$ cat src/rtl/outport_map.svh
// register indices, field positions and reset values of the output port block
// assumes inclusion by the serializer and by every module that decodes registers
`ifndef OUTPORT_MAP_SVH
`define OUTPORT_MAP_SVH
// register indices on the register port
`define REG_PORT_SEL     4'h0
`define REG_CLK_STRM     4'h1
`define REG_SAMPLE_BASE  4'h2
`define REG_SAMPLE_LAST  4'h9
`define REG_STREAM_CNT   4'ha
// reset values
`define PORT_SEL_RESET   24'h000000
`define CLK_STRM_RESET   10'h000
// writable bits of the clock and stream register, reserved 6:4 kept zero
`define CLK_STRM_WMASK   10'h38f
// per-port byte of the channel select register
`define PORT_FIELD_W     8
`define EN_LSB           0
`define FMT_OFS          6
`define APP_OFS          7
// clock and stream register fields
`define DIV_MSB          9
`define DIV_LSB          8
`define MASTER_BIT       7
`define STRM_MSB         3
// stream code range with explicit grouping
`define STRM_CODE_LAST   4'h9
`endif

$ cat src/rtl/outport_pkg.sv
// types shared by the output port block
// assumes outport_map.svh holds the numeric constants
package outport_pkg;
   typedef logic [15:0] sample_t;
   typedef logic [11:0] rssi_t;
   typedef logic [2:0]  chan_t;
   typedef enum logic [1:0] {
      ST_IDLE = 2'b00,
      ST_OVHD = 2'b01,
      ST_SEND = 2'b10
   } port_state_e;
   typedef enum logic [1:0] {
      W_FIRST  = 2'b00,
      W_SECOND = 2'b01,
      W_GAIN   = 2'b10
   } word_e;
endpackage

$ cat src/rtl/port_link_if.sv
// per-port settings and sample feed from the register block to one serializer
// assumes one instance per output port, driven from the top module
`timescale 1ns/1ps
interface port_link_if;
   logic                        tick;
   logic [5:0]                  en;
   logic                        fmt_par;
   logic                        append;
   outport_pkg::sample_t [5:0]  s_i;
   outport_pkg::sample_t [5:0]  s_q;
   outport_pkg::rssi_t [5:0]    rssi;
   logic [5:0]                  s_new;
   logic [5:0]                  r_new;
   outport_pkg::chan_t [5:0]    strm;
   modport src (output tick, en, fmt_par, append, s_i, s_q, rssi, s_new, r_new, strm);
   modport dst (input tick, en, fmt_par, append, s_i, s_q, rssi, s_new, r_new, strm);
endinterface

$ cat src/rtl/outport_serializer.sv
// one parallel output port: rounds of overhead tick then channel words
// assumes link.tick is a one-cycle port clock event and ce freezes state
`timescale 1ns/1ps
`include "outport_map.svh"
module outport_serializer (
   input  wire logic              clk,
   input  wire logic              rstn,
   input  wire logic              ce,
   port_link_if.dst               link,
   output outport_pkg::sample_t   data_ff,
   output logic                   valid_ff,
   output outport_pkg::chan_t     chan_ff,
   output logic                   gain_ff,
   output outport_pkg::chan_t     strm_ff
);
   outport_pkg::port_state_e state_ff;
   outport_pkg::word_e       word_ff;
   logic [5:0]               pend_ff;
   logic [5:0]               fresh_ff;
   logic [5:0]               sel_ff;
   outport_pkg::chan_t       cur;
   logic                     gain_due;
   logic                     last_word;
   logic [5:0]               cur_bit;
   logic [5:0]               sel_left;
   logic [5:0]               ready;
   logic                     step;

   // lowest selected channel is served first
   always_comb begin
      cur = 3'h0;
      for (int i = 5; i >= 0; i--) begin
         if (sel_ff[i]) begin
            cur = 3'(i);
         end
      end
   end

   assign step      = ce & link.tick;
   assign cur_bit   = 6'h01 << cur;
   assign sel_left  = sel_ff & ~cur_bit;
   assign ready     = pend_ff & link.en; // RULE_04
   assign gain_due  = link.append | fresh_ff[cur]; // RULE_01 RULE_02
   assign last_word = (word_ff == outport_pkg::W_GAIN) |
                      (!gain_due & (link.fmt_par ? word_ff == outport_pkg::W_FIRST
                                                 : word_ff == outport_pkg::W_SECOND));

   // round sequencing, one overhead tick before each round
   always_ff @(posedge clk or negedge rstn) begin
      if (!rstn) begin
         state_ff <= outport_pkg::ST_IDLE;
         word_ff  <= outport_pkg::W_FIRST;
         sel_ff   <= 6'h00;
      end else if (step) begin
         unique case (state_ff)
            outport_pkg::ST_IDLE: begin
               if (|ready) begin
                  sel_ff   <= ready;
                  state_ff <= outport_pkg::ST_OVHD; // RULE_16
               end
            end
            outport_pkg::ST_OVHD: begin
               state_ff <= outport_pkg::ST_SEND;
               word_ff  <= outport_pkg::W_FIRST;
            end
            outport_pkg::ST_SEND: begin
               if (last_word) begin
                  word_ff <= outport_pkg::W_FIRST;
                  if (sel_left != 6'h00) begin
                     sel_ff <= sel_left;
                  end else if (|ready) begin
                     sel_ff   <= ready;
                     state_ff <= outport_pkg::ST_OVHD; // RULE_16
                  end else begin
                     sel_ff   <= 6'h00;
                     state_ff <= outport_pkg::ST_IDLE;
                  end
               end else if (word_ff == outport_pkg::W_FIRST && !link.fmt_par) begin
                  word_ff <= outport_pkg::W_SECOND;
               end else begin
                  word_ff <= outport_pkg::W_GAIN;
               end
            end
            default: state_ff <= outport_pkg::ST_IDLE;
         endcase
      end
   end

   // pending samples and fresh gain words, a new event wins over the clear
   always_ff @(posedge clk or negedge rstn) begin
      if (!rstn) begin
         pend_ff  <= 6'h00;
         fresh_ff <= 6'h00;
      end else if (ce) begin
         pend_ff  <= (pend_ff & ~((step && (state_ff == outport_pkg::ST_IDLE ||
                     (state_ff == outport_pkg::ST_SEND && last_word && sel_left == 6'h00)))
                     ? ready : 6'h00)) | link.s_new;
         fresh_ff <= (fresh_ff & ~((step && state_ff == outport_pkg::ST_SEND &&
                     word_ff == outport_pkg::W_GAIN) ? cur_bit : 6'h00)) | link.r_new; // RULE_02
      end
   end

   // word on the pins, held for one port clock period
   always_ff @(posedge clk or negedge rstn) begin
      if (!rstn) begin
         data_ff  <= 16'h0000;
         valid_ff <= 1'b0;
         chan_ff  <= 3'h0;
         gain_ff  <= 1'b0;
         strm_ff  <= 3'h0;
      end else if (step) begin
         valid_ff <= (state_ff == outport_pkg::ST_SEND);
         chan_ff  <= cur; // RULE_17
         strm_ff  <= link.strm[cur];
         gain_ff  <= (word_ff == outport_pkg::W_GAIN);
         if (word_ff == outport_pkg::W_GAIN) begin
            data_ff <= {4'h0, link.rssi[cur]};
         end else if (word_ff == outport_pkg::W_SECOND) begin
            data_ff <= link.s_q[cur];
         end else if (link.fmt_par) begin
            data_ff <= {link.s_i[cur][15:8], link.s_q[cur][15:8]}; // RULE_03
         end else begin
            data_ff <= link.s_i[cur]; // RULE_03
         end
      end
   end
endmodule

$ cat src/rtl/outport_block.sv
// parallel output port block: settings, sample registers, port clock, three ports
// assumes samples and signal-strength words arrive as one-cycle strobes on SYS_CLK
// Behaviour
// RULE_01: append bit set puts a gain word after every sample on that port.
// RULE_02: append bit clear sends a gain word only after it was refreshed.
// RULE_03: format bit set gives 8-bit parallel I/Q, clear gives 16-bit interleaved.
// RULE_04: bits 21..16 enable channels 5..0 onto port C.
// RULE_05: bits 13..8 enable channels 5..0 onto port B.
// RULE_06: bits 5..0 enable channels 5..0 onto port A.
// RULE_07: master port clock divides core clock by 1, 2, 4 or 8.
// RULE_08: master mode drives the port clock pin and sends data on it.
// RULE_09: slave mode takes the port clock from outside and sends on it.
// RULE_10: master bit is clear after reset, so the clock pin starts as input.
// RULE_11: software writes zero to the three reserved control bits.
// RULE_12: stream codes 0 to 4 merge channel 0 with the next one to five.
// RULE_13: codes 5 to 9 give fixed groupings, any other code six streams.
// RULE_14: channels 0 to 3 expose their latest in-phase sample read-only.
// RULE_15: channels 0 to 3 expose their latest quadrature sample read-only.
// RULE_16: each output round spends one extra overhead port clock tick.
// RULE_17: a channel's words all leave on one single port.
// RULE_18: reading sample registers has no effect on datapath or ports.
`timescale 1ns/1ps
`include "outport_map.svh"
module outport_block (
   input  wire logic                        SYS_CLK,
   input  wire logic                        RSTN,
   input  wire logic                        CE,
   input  wire logic [3:0]                  REG_ADDR,
   input  wire logic                        REG_WR,
   input  wire logic [23:0]                 REG_WDATA,
   input  wire logic                        REG_RD,
   output logic [23:0]                      REG_RDATA,
   input  wire logic [5:0]                  SAMP_VALID,
   input  wire outport_pkg::sample_t [5:0]  SAMP_I,
   input  wire outport_pkg::sample_t [5:0]  SAMP_Q,
   input  wire logic [5:0]                  RSSI_VALID,
   input  wire outport_pkg::rssi_t [5:0]    RSSI_WORD,
   input  wire logic                        PCLK_I,
   output logic                             PCLK_O,
   output logic                             PCLK_OE,
   output outport_pkg::sample_t [2:0]       PORT_DATA,
   output logic [2:0]                       PORT_VALID,
   output outport_pkg::chan_t [2:0]         PORT_CHAN,
   output logic [2:0]                       PORT_GAIN,
   output outport_pkg::chan_t [2:0]         PORT_STREAM
);
   logic [23:0]                port_sel_ff;
   logic [9:0]                 clk_strm_ff;
   outport_pkg::sample_t [5:0] lat_i_ff;
   outport_pkg::sample_t [5:0] lat_q_ff;
   outport_pkg::rssi_t [5:0]   lat_r_ff;
   logic [23:0]                nxt_rdata;
   logic [23:0]                rdata_ff;
   logic [2:0]                 div_cnt_ff;
   logic [2:0]                 div_top;
   logic                       pclk_o_ff;
   logic                       pclk_in_ff;
   logic                       tick_m;
   logic                       tick_s;
   logic                       ptick;
   logic                       master;
   logic [1:0]                 div_code;
   logic [3:0]                 strm_code;
   logic [5:0]                 starts;
   outport_pkg::chan_t [5:0]   strm_id;
   logic [2:0]                 strm_cnt;
   logic [2:0][5:0]            own;
   logic [2:0]                 samp_idx;

   assign master    = clk_strm_ff[`MASTER_BIT];
   assign div_code  = clk_strm_ff[`DIV_MSB:`DIV_LSB];
   assign strm_code = clk_strm_ff[`STRM_MSB:0];

   // settings registers; reserved bits never stored
   always_ff @(posedge SYS_CLK or negedge RSTN) begin
      if (!RSTN) begin
         port_sel_ff <= `PORT_SEL_RESET;
         clk_strm_ff <= `CLK_STRM_RESET; // RULE_10
      end else if (CE && REG_WR) begin
         if (REG_ADDR == `REG_PORT_SEL) begin
            port_sel_ff <= REG_WDATA;
         end
         if (REG_ADDR == `REG_CLK_STRM) begin
            clk_strm_ff <= REG_WDATA[9:0] & `CLK_STRM_WMASK; // RULE_11
         end
      end
   end

   // latest datapath samples and signal-strength words, kept per channel
   always_ff @(posedge SYS_CLK or negedge RSTN) begin
      if (!RSTN) begin
         lat_i_ff <= '0;
         lat_q_ff <= '0;
         lat_r_ff <= '0;
      end else if (CE) begin
         for (int c = 0; c < 6; c++) begin
            if (SAMP_VALID[c]) begin
               lat_i_ff[c] <= SAMP_I[c]; // RULE_14
               lat_q_ff[c] <= SAMP_Q[c]; // RULE_15
            end
            if (RSSI_VALID[c]) begin
               lat_r_ff[c] <= RSSI_WORD[c];
            end
         end
      end
   end

   // read mux, answer one cycle after the strobe
   assign samp_idx = 3'(REG_ADDR - `REG_SAMPLE_BASE);
   always_comb begin
      nxt_rdata = 24'h000000;
      if (REG_ADDR == `REG_PORT_SEL) begin
         nxt_rdata = port_sel_ff;
      end else if (REG_ADDR == `REG_CLK_STRM) begin
         nxt_rdata = {14'h0000, clk_strm_ff};
      end else if (REG_ADDR >= `REG_SAMPLE_BASE && REG_ADDR <= `REG_SAMPLE_LAST) begin
         nxt_rdata = {8'h00, samp_idx[0] ? lat_q_ff[samp_idx[2:1]]
                                         : lat_i_ff[samp_idx[2:1]]}; // RULE_14 RULE_15
      end else if (REG_ADDR == `REG_STREAM_CNT) begin
         nxt_rdata = {21'h000000, strm_cnt};
      end
   end

   // reads only load the answer register
   always_ff @(posedge SYS_CLK or negedge RSTN) begin
      if (!RSTN) begin
         rdata_ff <= 24'h000000;
      end else if (CE && REG_RD) begin
         rdata_ff <= nxt_rdata; // RULE_18
      end
   end
   assign REG_RDATA = rdata_ff;

   // master divider: terminal count is divisor minus one
   assign div_top = 3'((4'h1 << div_code) - 4'h1); // RULE_07
   assign tick_m  = (div_cnt_ff >= div_top);
   always_ff @(posedge SYS_CLK or negedge RSTN) begin
      if (!RSTN) begin
         div_cnt_ff <= 3'h0;
         pclk_o_ff  <= 1'b0;
      end else if (CE) begin
         div_cnt_ff <= tick_m ? 3'h0 : div_cnt_ff + 3'h1; // RULE_07
         pclk_o_ff  <= (div_top == 3'h0) | tick_m | (div_cnt_ff < (div_top >> 1));
      end
   end

   // slave clock is synchronous; its rising edge marks a port tick
   always_ff @(posedge SYS_CLK or negedge RSTN) begin
      if (!RSTN) begin
         pclk_in_ff <= 1'b0;
      end else if (CE) begin
         pclk_in_ff <= PCLK_I;
      end
   end
   assign tick_s  = PCLK_I & ~pclk_in_ff; // RULE_09
   assign ptick   = master ? tick_m : tick_s; // RULE_08 RULE_09
   assign PCLK_OE = master; // RULE_08 RULE_10
   assign PCLK_O  = pclk_o_ff & master; // RULE_08

   // stream grouping: a set bit starts a new stream at that channel
   always_comb begin
      unique case (strm_code)
         4'h0:    starts = 6'b111101; // RULE_12
         4'h1:    starts = 6'b111001; // RULE_12
         4'h2:    starts = 6'b110001; // RULE_12
         4'h3:    starts = 6'b100001; // RULE_12
         4'h4:    starts = 6'b000001; // RULE_12
         4'h5:    starts = 6'b001001; // RULE_13
         4'h6:    starts = 6'b010101; // RULE_13
         4'h7:    starts = 6'b110101; // RULE_13
         4'h8:    starts = 6'b101001; // RULE_13
         4'h9:    starts = 6'b010001; // RULE_13
         default: starts = 6'b111111; // RULE_13
      endcase
   end

   // stream index of each channel and the number of streams
   genvar c;
   generate
      for (c = 0; c < 6; c++) begin : g_strm
         always_comb begin
            strm_id[c] = 3'h0;
            for (int k = 1; k <= c; k++) begin
               strm_id[c] = strm_id[c] + 3'(starts[k]);
            end
         end
      end
   endgenerate
   assign strm_cnt = strm_id[5] + 3'h1;

   // channel ownership: port A, then B, then C, never two ports at once
   assign own[0] = port_sel_ff[`EN_LSB +: 6]; // RULE_06
   assign own[1] = port_sel_ff[`PORT_FIELD_W + `EN_LSB +: 6] & ~own[0]; // RULE_05 RULE_17
   assign own[2] = port_sel_ff[2*`PORT_FIELD_W + `EN_LSB +: 6]
                   & ~own[0] & ~own[1]; // RULE_04 RULE_17

   // one serializer per output port
   genvar p;
   generate
      for (p = 0; p < 3; p++) begin : g_port
         port_link_if lnk ();
         assign lnk.tick    = ptick;
         assign lnk.en      = own[p];
         assign lnk.fmt_par = port_sel_ff[p*`PORT_FIELD_W + `FMT_OFS]; // RULE_03
         assign lnk.append  = port_sel_ff[p*`PORT_FIELD_W + `APP_OFS]; // RULE_01
         assign lnk.s_i     = lat_i_ff;
         assign lnk.s_q     = lat_q_ff;
         assign lnk.rssi    = lat_r_ff;
         assign lnk.s_new   = SAMP_VALID;
         assign lnk.r_new   = RSSI_VALID;
         assign lnk.strm    = strm_id;
         outport_serializer u_ser (
            .clk      (SYS_CLK),
            .rstn     (RSTN),
            .ce       (CE),
            .link     (lnk.dst),
            .data_ff  (PORT_DATA[p]),
            .valid_ff (PORT_VALID[p]),
            .chan_ff  (PORT_CHAN[p]),
            .gain_ff  (PORT_GAIN[p]),
            .strm_ff  (PORT_STREAM[p])
         );
      end
   endgenerate
endmodule

$ cat config.mk
export PLATFORM = sky130hd
export DESIGN_NAME = outport_block
export DESIGN_NICKNAME = d
export VERILOG_FILES = /design/src/rtl/outport_pkg.sv /design/src/rtl/port_link_if.sv /design/src/rtl/outport_serializer.sv /design/src/rtl/outport_block.sv
export VERILOG_INCLUDE_DIRS = /design/src /design/src/rtl
export SDC_FILE = /design/constraint.sdc
export NUM_CORES = 1
export LEC_CHECK = 0
export ABC_AREA = 1
export CAP_MARGIN = 20
export CORE_MARGIN = 2
export CORE_UTILIZATION = 40
export DETAILED_ROUTE_END_ITERATION = 10
export DONT_BUFFER_PORTS = 1
export RECOVER_POWER = 25
export SLEW_MARGIN = 20
export SYNTH_ARGS = -nofsm -noshare
export SYNTH_HDL_FRONTEND = slang
export SYNTH_HIERARCHICAL = 1
export SYNTH_SLANG_ARGS = --single-unit
$ cat constraint.sdc
create_clock -name SYS_CLK -period 2.9 [get_ports SYS_CLK]
set_input_delay 0.145 -clock SYS_CLK [delete_from_list [all_inputs] [get_ports SYS_CLK]]
set_output_delay 0.145 -clock SYS_CLK [all_outputs]
set_load 0.02 [all_outputs]
After elaboration in Yosys (flattened, before gate mapping):

Memories as Yosys holds them, arrays and structs flattened.
Index checks and enable logic that the tools add are counted.

* bits of input ports: 310
* register bits after elaboration: 462
* word-level logic and storage cells: 337
* memories: 1
* output and inout port bits: 98
* memory bits (read-only): 80

Memories
* (name not given): depth 16, width 5, read ports 1, clocked after memory_dff 0, write ports 0, line outport_block.sv:162 `unique case (strm_code)`

* $lt $le $gt $ge: 8
* eq/ne operators: 23
* multiplexer cells: 116
* shifts and indexed selects: 4
* bitwise logic cells: 47
* reductions and logical operators: 76
* add/sub/neg operators: 8

Operators by type and width (number)
* 16-bit binary-select mux with 3-bit select: 6
* 16-bit 2-to-1 mux: 17
* 12-bit binary-select mux with 3-bit select: 3
* 6-bit 2-to-1 mux: 18
* 6-bit AND: 15
* 3-bit 2-to-1 mux: 23
* 6-bit inverter: 11
* 16-bit binary-select mux with 2-bit select: 2
* 12-bit 2-to-1 mux: 3
* 6-bit bitwise OR: 6
* 6-bit one-hot mux with 2 select lines: 3
* 2-bit AND reduction: 17
* 2-bit 2-to-1 mux: 15
* 3-bit binary-select mux with 3-bit select: 3
* 24-bit 2-to-1 mux: 1
* 8-bit 2-to-1 mux: 3
* 4-bit AND reduction: 6
* 1-bit logical AND: 21
* 6-bit logical NOT: 3
* 2-bit one-hot mux with 3 select lines: 3
* 6-bit nonzero test: 3
* 6-bit OR reduction: 3
* 1-bit by 3-bit left shift with 6-bit output, first input constant: 3
* 2-bit by 1-bit == test with 1-bit output, second input constant: 6
* 30 further kinds: 88

Longest topological paths before layout:

* depth after elaboration: 20
* mapped depth: 17
* depth with buffers taken out: 17

Hierarchy:

Netlist, hierarchy kept.

Modules (own cells, without submodules)
* outport_block: sequential area each 8107.8 um2, cells each 1375, instances 1, area an instance 14268.7 um2
* outport_serializer at g_port[1].u_ser ...: sequential area each 1151.1 um2, cells each 792, instances 2, area an instance 4590.7 um2
* outport_serializer at g_port[0].u_ser: sequential area each 1151.1 um2, cells each 828, instances 1, area an instance 4759.6 um2

Worst setup path after synthesis:

No wires, ideal clock.

* path kind: register to register
* from: reg clk_strm_ff[3]
* to: reg rdata_ff[1], in the netlist REG_RDATA[1]
* buffers on the path: 1
* setup slack: -0.252 ns
* period minus slack after synthesis: 3.152 ns
* data arrival time: 3.075 ns
* setup time: 0.077 ns
* stages on the path, launching flop included: 15
* data required time: 2.823 ns
* cells stage by stage: dfrtp_1 > clkbuf_1 > inv_1 > nor2_1 > a31oi_1 > nand2_1 > ha_1 > ha_1 > fa_1 > ha_1 > ha_1 > inv_1 > o21ai_0 > nor2_1 > a21oi_1

RTL lines
* start, declared: line outport_block.sv:48 `logic [9:0] clk_strm_ff;`
* start signal, assigned: line outport_block.sv:78 `` clk_strm_ff <= `CLK_STRM_RESET; ``
* start signal, assigned: line outport_block.sv:84 `` clk_strm_ff <= REG_WDATA[9:0] & `CLK_STRM_WMASK; ``
* end signal, assigned: line outport_block.sv:129 `rdata_ff <= nxt_rdata;`
* end, declared: line outport_block.sv:53 `logic [23:0] rdata_ff;`

Final worst setup path:

* from: reg g_port[0].u_ser.sel_ff[3]
* to: reg g_port[0].u_ser.data_ff[3]

* word-level cells in the longest chain between the ends: 9
* elaborated cells between the ends (all ways): 13
* classes of those cells: 13 x mux

Ends and longest elaborated chain
* start, declared: line outport_serializer.sv:20 `logic [5:0] sel_ff;`
* start signal, assigned: line outport_serializer.sv:58 `sel_ff <= ready;`
* start signal, assigned: line outport_serializer.sv:70 `sel_ff <= sel_left;`
* start signal, assigned: line outport_serializer.sv:72 `sel_ff <= ready;`
* 3-bit 2-to-1 mux * (4 in a row): line outport_serializer.sv:33 `if (sel_ff[i]) begin`
* 16-bit binary-select mux with 3-bit select, on equally long branches: line outport_serializer.sv:123, outport_serializer.sv:119, outport_serializer.sv:121
* 16-bit 2-to-1 mux, on equally long branches: line outport_serializer.sv:123, outport_serializer.sv:119, outport_serializer.sv:121
* 8-bit 2-to-1 mux: line outport_serializer.sv:120 `end else if (link.fmt_par) begin`
* 16-bit 2-to-1 mux: line outport_serializer.sv:118 `end else if (word_ff == outport_pkg::W_SECOND) begin`
* 16-bit 2-to-1 mux *: line outport_serializer.sv:116 `if (word_ff == outport_pkg::W_GAIN) begin`
* end signal, assigned: line outport_serializer.sv:117 `data_ff <= {4'h0, link.rssi[cur]};`
* end signal, assigned: line outport_serializer.sv:119 `data_ff <= link.s_q[cur];`
* end signal, assigned: line outport_serializer.sv:123 `data_ff <= link.s_i[cur];`
* end, declared: line outport_serializer.sv:10 `output outport_pkg::sample_t data_ff,`

Every way passes the cells marked *; elsewhere a longest branch is shown, timed or not. The select of a mux whose other input is x is not followed.
A chain may end at the register's enable or synchronous reset.

==> flow_summary.json <==
{
  "status": "complete, but fails checks",
  "violations": "negative hold slack, max-slew violations",
  "grt_max_degree": 463,
  "drcViolationCount": 0,
  "place_ws_ns": 0.00890,
  "num_io_pins": 408,
  "nFillCells": 6880,
  "cp-start-kind": "register",
  "syn_avg_cell_area_um2": 7.45,
  "drt-total-wl_mm": 131,
  "postCtsHoldBufs": 320,
  "cp-end-kind": "register",
  "layout_commonest_cell": "nand2_1",
  "routed-via-count": 29400,
  "rsz0062_at_grt": "false",
  "grt_overflow": 0,
  "h-tree-depth": 2,
  "slew_headroom_pct": -33.9,
  "gp_congestion": 1.02,
  "max_cap_violations": 0,
  "ff_latch_area_mm2": 0.0116,
  "layout-drive-gt1-share_pct": 13.0,
  "p_leak_nw": 16.5,
  "hold_viol": 462,
  "syn-instance-count": 3787,
  "crit_required_ns": 3.46,
  "cts_tree": "done",
  "yosys_warnings": 6,
  "p_per_area_mw_per_mm2": 1140,
  "wl_per_cell_um": 25.6,
  "path_cells": "buf_4 -> nor2_4 -> nand3_4 -> inv_2 -> nand4_1 -> inv_1 -> buf_12 -> a21oi_1 -> a21oi_1 -> o21ai_1 -> nand2_1",
  "root_buffer": "clkbuf_16",
  "period_share_pct": 94.8,
  "cp_common_cell": "a21oi_1",
  "yosys-top-cells-area": "dfrtp_1 (41%), nand2_1 (20%), mux2_2 (7.9%), a21oi_1 (3.4%), nor2_1 (3.2%)",
  "hp-class": "input port to async pin",
  "synthFlopType": "dfrtp_1",
  "ys_ff_latch": 462,
  "slowest_stage": "dfrtp_1",
  "design.die.area_mm2": 0.0727,
  "fmax_mhz": 364,
  "period_needed_ns": 2.75,
  "ant_nets": 0,
  "cts_buffer_depth": 3,
  "multi_input_area_mm2": 0.0148,
  "row_count": 97,
  "setup_violations": 0,
  "tightest_slew_ns": 2.01,
  "layout.nets": 4443,
  "synth_edf_count": 0,
  "setup.worst_path.class": "register to register",
  "antenna_found_initial": 5,
  "syn2layout_area_growth_pct": 23.1,
  "most-common-layout-cells": "nand2_1 (1,480), dfrtp_1 (462), dlygate4sd3_1 (319)",
  "crit_buf_inv": 4,
  "fin_cells": 5098,
  "critPathMaxStageDelay_ns": 0.45,
  "numClockSinks": 462,
  "yosys.cell_types.count": 51,
  "layout_setup_ws_ns": 0.152,
  "holdWs_ns": -0.730,
  "async_reset_ff_share_pct": 100,
  "vias_per_cell": 5.77,
  "grt_pass1_wl_mm": 190,
  "grt.total_usage_pct": 35.0,
  "drtIter0Drc": 3813,
  "place_hpwl_mm": 94.8,
  "core_mm2": 0.0699,
  "clock_latency_ns": 0.64,
  "crit_fanout": 35,
  "cp_top_family": "buffers and inverters",
  "slew_viol_final": 268,
  "clkTransAtPathRegs_ns": 0.06,
  "netlist.area_leader.share_pct": 41.0,
  "start_util_pct": 40.4,
  "cp.arrival_ns": 3.31,
  "dr.pass1.iters": 8,
  "seq_area_frac_synth_pct": 41.0,
  "finalSetupTns_ns": 0,
  "netlist_area_mm2": 0.0282,
  "synth_top_area_cell": "dfrtp_1",
  "dp_cells": 4673,
  "finalClockSkew_ns": 0.0316,
  "die_y_um": 270,
  "numCtsBuffers": 53,
  "dieWidth_um": 270,
  "grt_pass1_vias": 28200,
  "numPortBuffers": 0,
  "ir_drop_mv": 0.683
}
==> flip-flops by register name, indices dropped and copies added, names as in the netlist <==
name	cells
REG_RDATA	24
clk_strm_ff	7
div_cnt_ff	3
g_port.lnk.rssi	72
g_port.lnk.s_i	96
g_port.lnk.s_q	96
g_port.u_ser/chan_ff	9
g_port.u_ser/data_ff	48
g_port.u_ser/fresh_ff	18
g_port.u_ser/gain_ff	3
g_port.u_ser/pend_ff	18
g_port.u_ser/sel_ff	18
g_port.u_ser/state_ff	6
g_port.u_ser/strm_ff	9
g_port.u_ser/valid_ff	3
g_port.u_ser/word_ff	6
pclk_in_ff	1
pclk_o_ff	1
port_sel_ff	24
==> cell usage after synthesis (4+ instances only) <==
cell type     n
a21oi_1     191
a221oi_1      6
a22oi_1      77
a31oi_1       5
a41oi_1       4
buf_1        10
buf_2        96
buf_4        20
buf_6        11
clkbuf_1     54
dfrtp_1     462
ha_1         23
inv_1       224
inv_2        28
inv_4         4
mux2_2      199
mux2_4        6
nand2_1    1483
nand2_2      24
nand2_4       6
nand3_1     162
nand3_2       5
nand3b_1     53
nand4_1     141
nor2_1      243
nor2_2        8
nor2_4       10
nor2_8        4
o211ai_1      9
o21ai_0     100
o21ai_1      67
o221ai_1      7
o22ai_1      12
or2_2         8
==> layer usage <==
| layer | GRT usage [%] | vias up | part of all wire [%] |
|---|---|---|---|
| met3 | 7.39 | 446 | 9.7 |
| met1 | 43.6 | 14100 | 38 |
| met2 | 55.0 | 1756 | 45 |
| met5 | 0 | - | 0.021 |
| li1 | - | 13000 | - |
| met4 | 23.2 | 4 | 7.8 |
==> cell type report <==
cell class                      count  area share [%]
Tap cell                          940            3.39
Antenna cell                        4          0.0288
Sequential cell                   462            33.3
Clock buffer                       68            4.21
Clock inverter                     32            1.27
Multi-Input combinational cell   2893            42.7
Inverter                          258            2.83
Timing Repair Buffer              441            12.3
==> logic make-up after synthesis <==
family                   after synthesis  synth area share (%)
XOR/XNOR                               1                0.0311
AO/OA/AOI/OAI                        491                  10.0
AND/OR/NAND/NOR                     2154                  32.6
other                                  1                0.0133
multiplexers                         205                  8.26
buffers and inverters                449                  7.01
adder cells (fa/ha/maj)               24                  1.09
flip-flops                           462                  41.0
==> stage by stage <==
step	power (W)	area (um2)	utilization, %
after detailed placement	0.0305	29500	42.2
after floorplan	0.0217	28300	-
after global routing	0.0410	34700	49.6
after global placement	0.0304	29500	42.2
after CTS	0.0383	34600	49.6
final	0.0396	34700	49.7
==> timing repair <==
item                                   4_1_cts  5_1_grt
endpoints found under the hold margin      824      462
setup endpoints to repair                    0       27
resized for setup                            0       10
setup buffers                                0        1
==> path summary, 6_finish.rpt <==
| check | from | end | slack, ns | depth (start not counted) |
|---|---|---|---|---|
| max in group asynchronous | RSTN | g_port[0].lnk.s_q[86] | 2.08 | 0 |
| min | RSTN | pclk_in_ff | -0.73 | 0 |
| max | g_port[0].u_ser/sel_ff[3] | g_port[0].u_ser/data_ff[3] | 0.15 | 11 |
| min reg2reg | g_port[1].u_ser/pend_ff[3] | g_port[1].u_ser/pend_ff[3] | 0.48 | 2 |
| max reg2reg | g_port[0].u_ser/sel_ff[3] | g_port[0].u_ser/data_ff[3] | 0.15 | 11 |
| min in group SYS_CLK | REG_ADDR[2] | REG_RDATA[7] | 0.05 | 7 |
==> where the power goes <==
group / internal [W] / total, W / switching (W)
Clock: 0.00440 / 0.00743 / 0.00304
Combinational: 0.00660 / 0.0218 / 0.0152
Sequential: 0.00779 / 0.0104 / 0.00260
(Power assumes the default switching activity.)
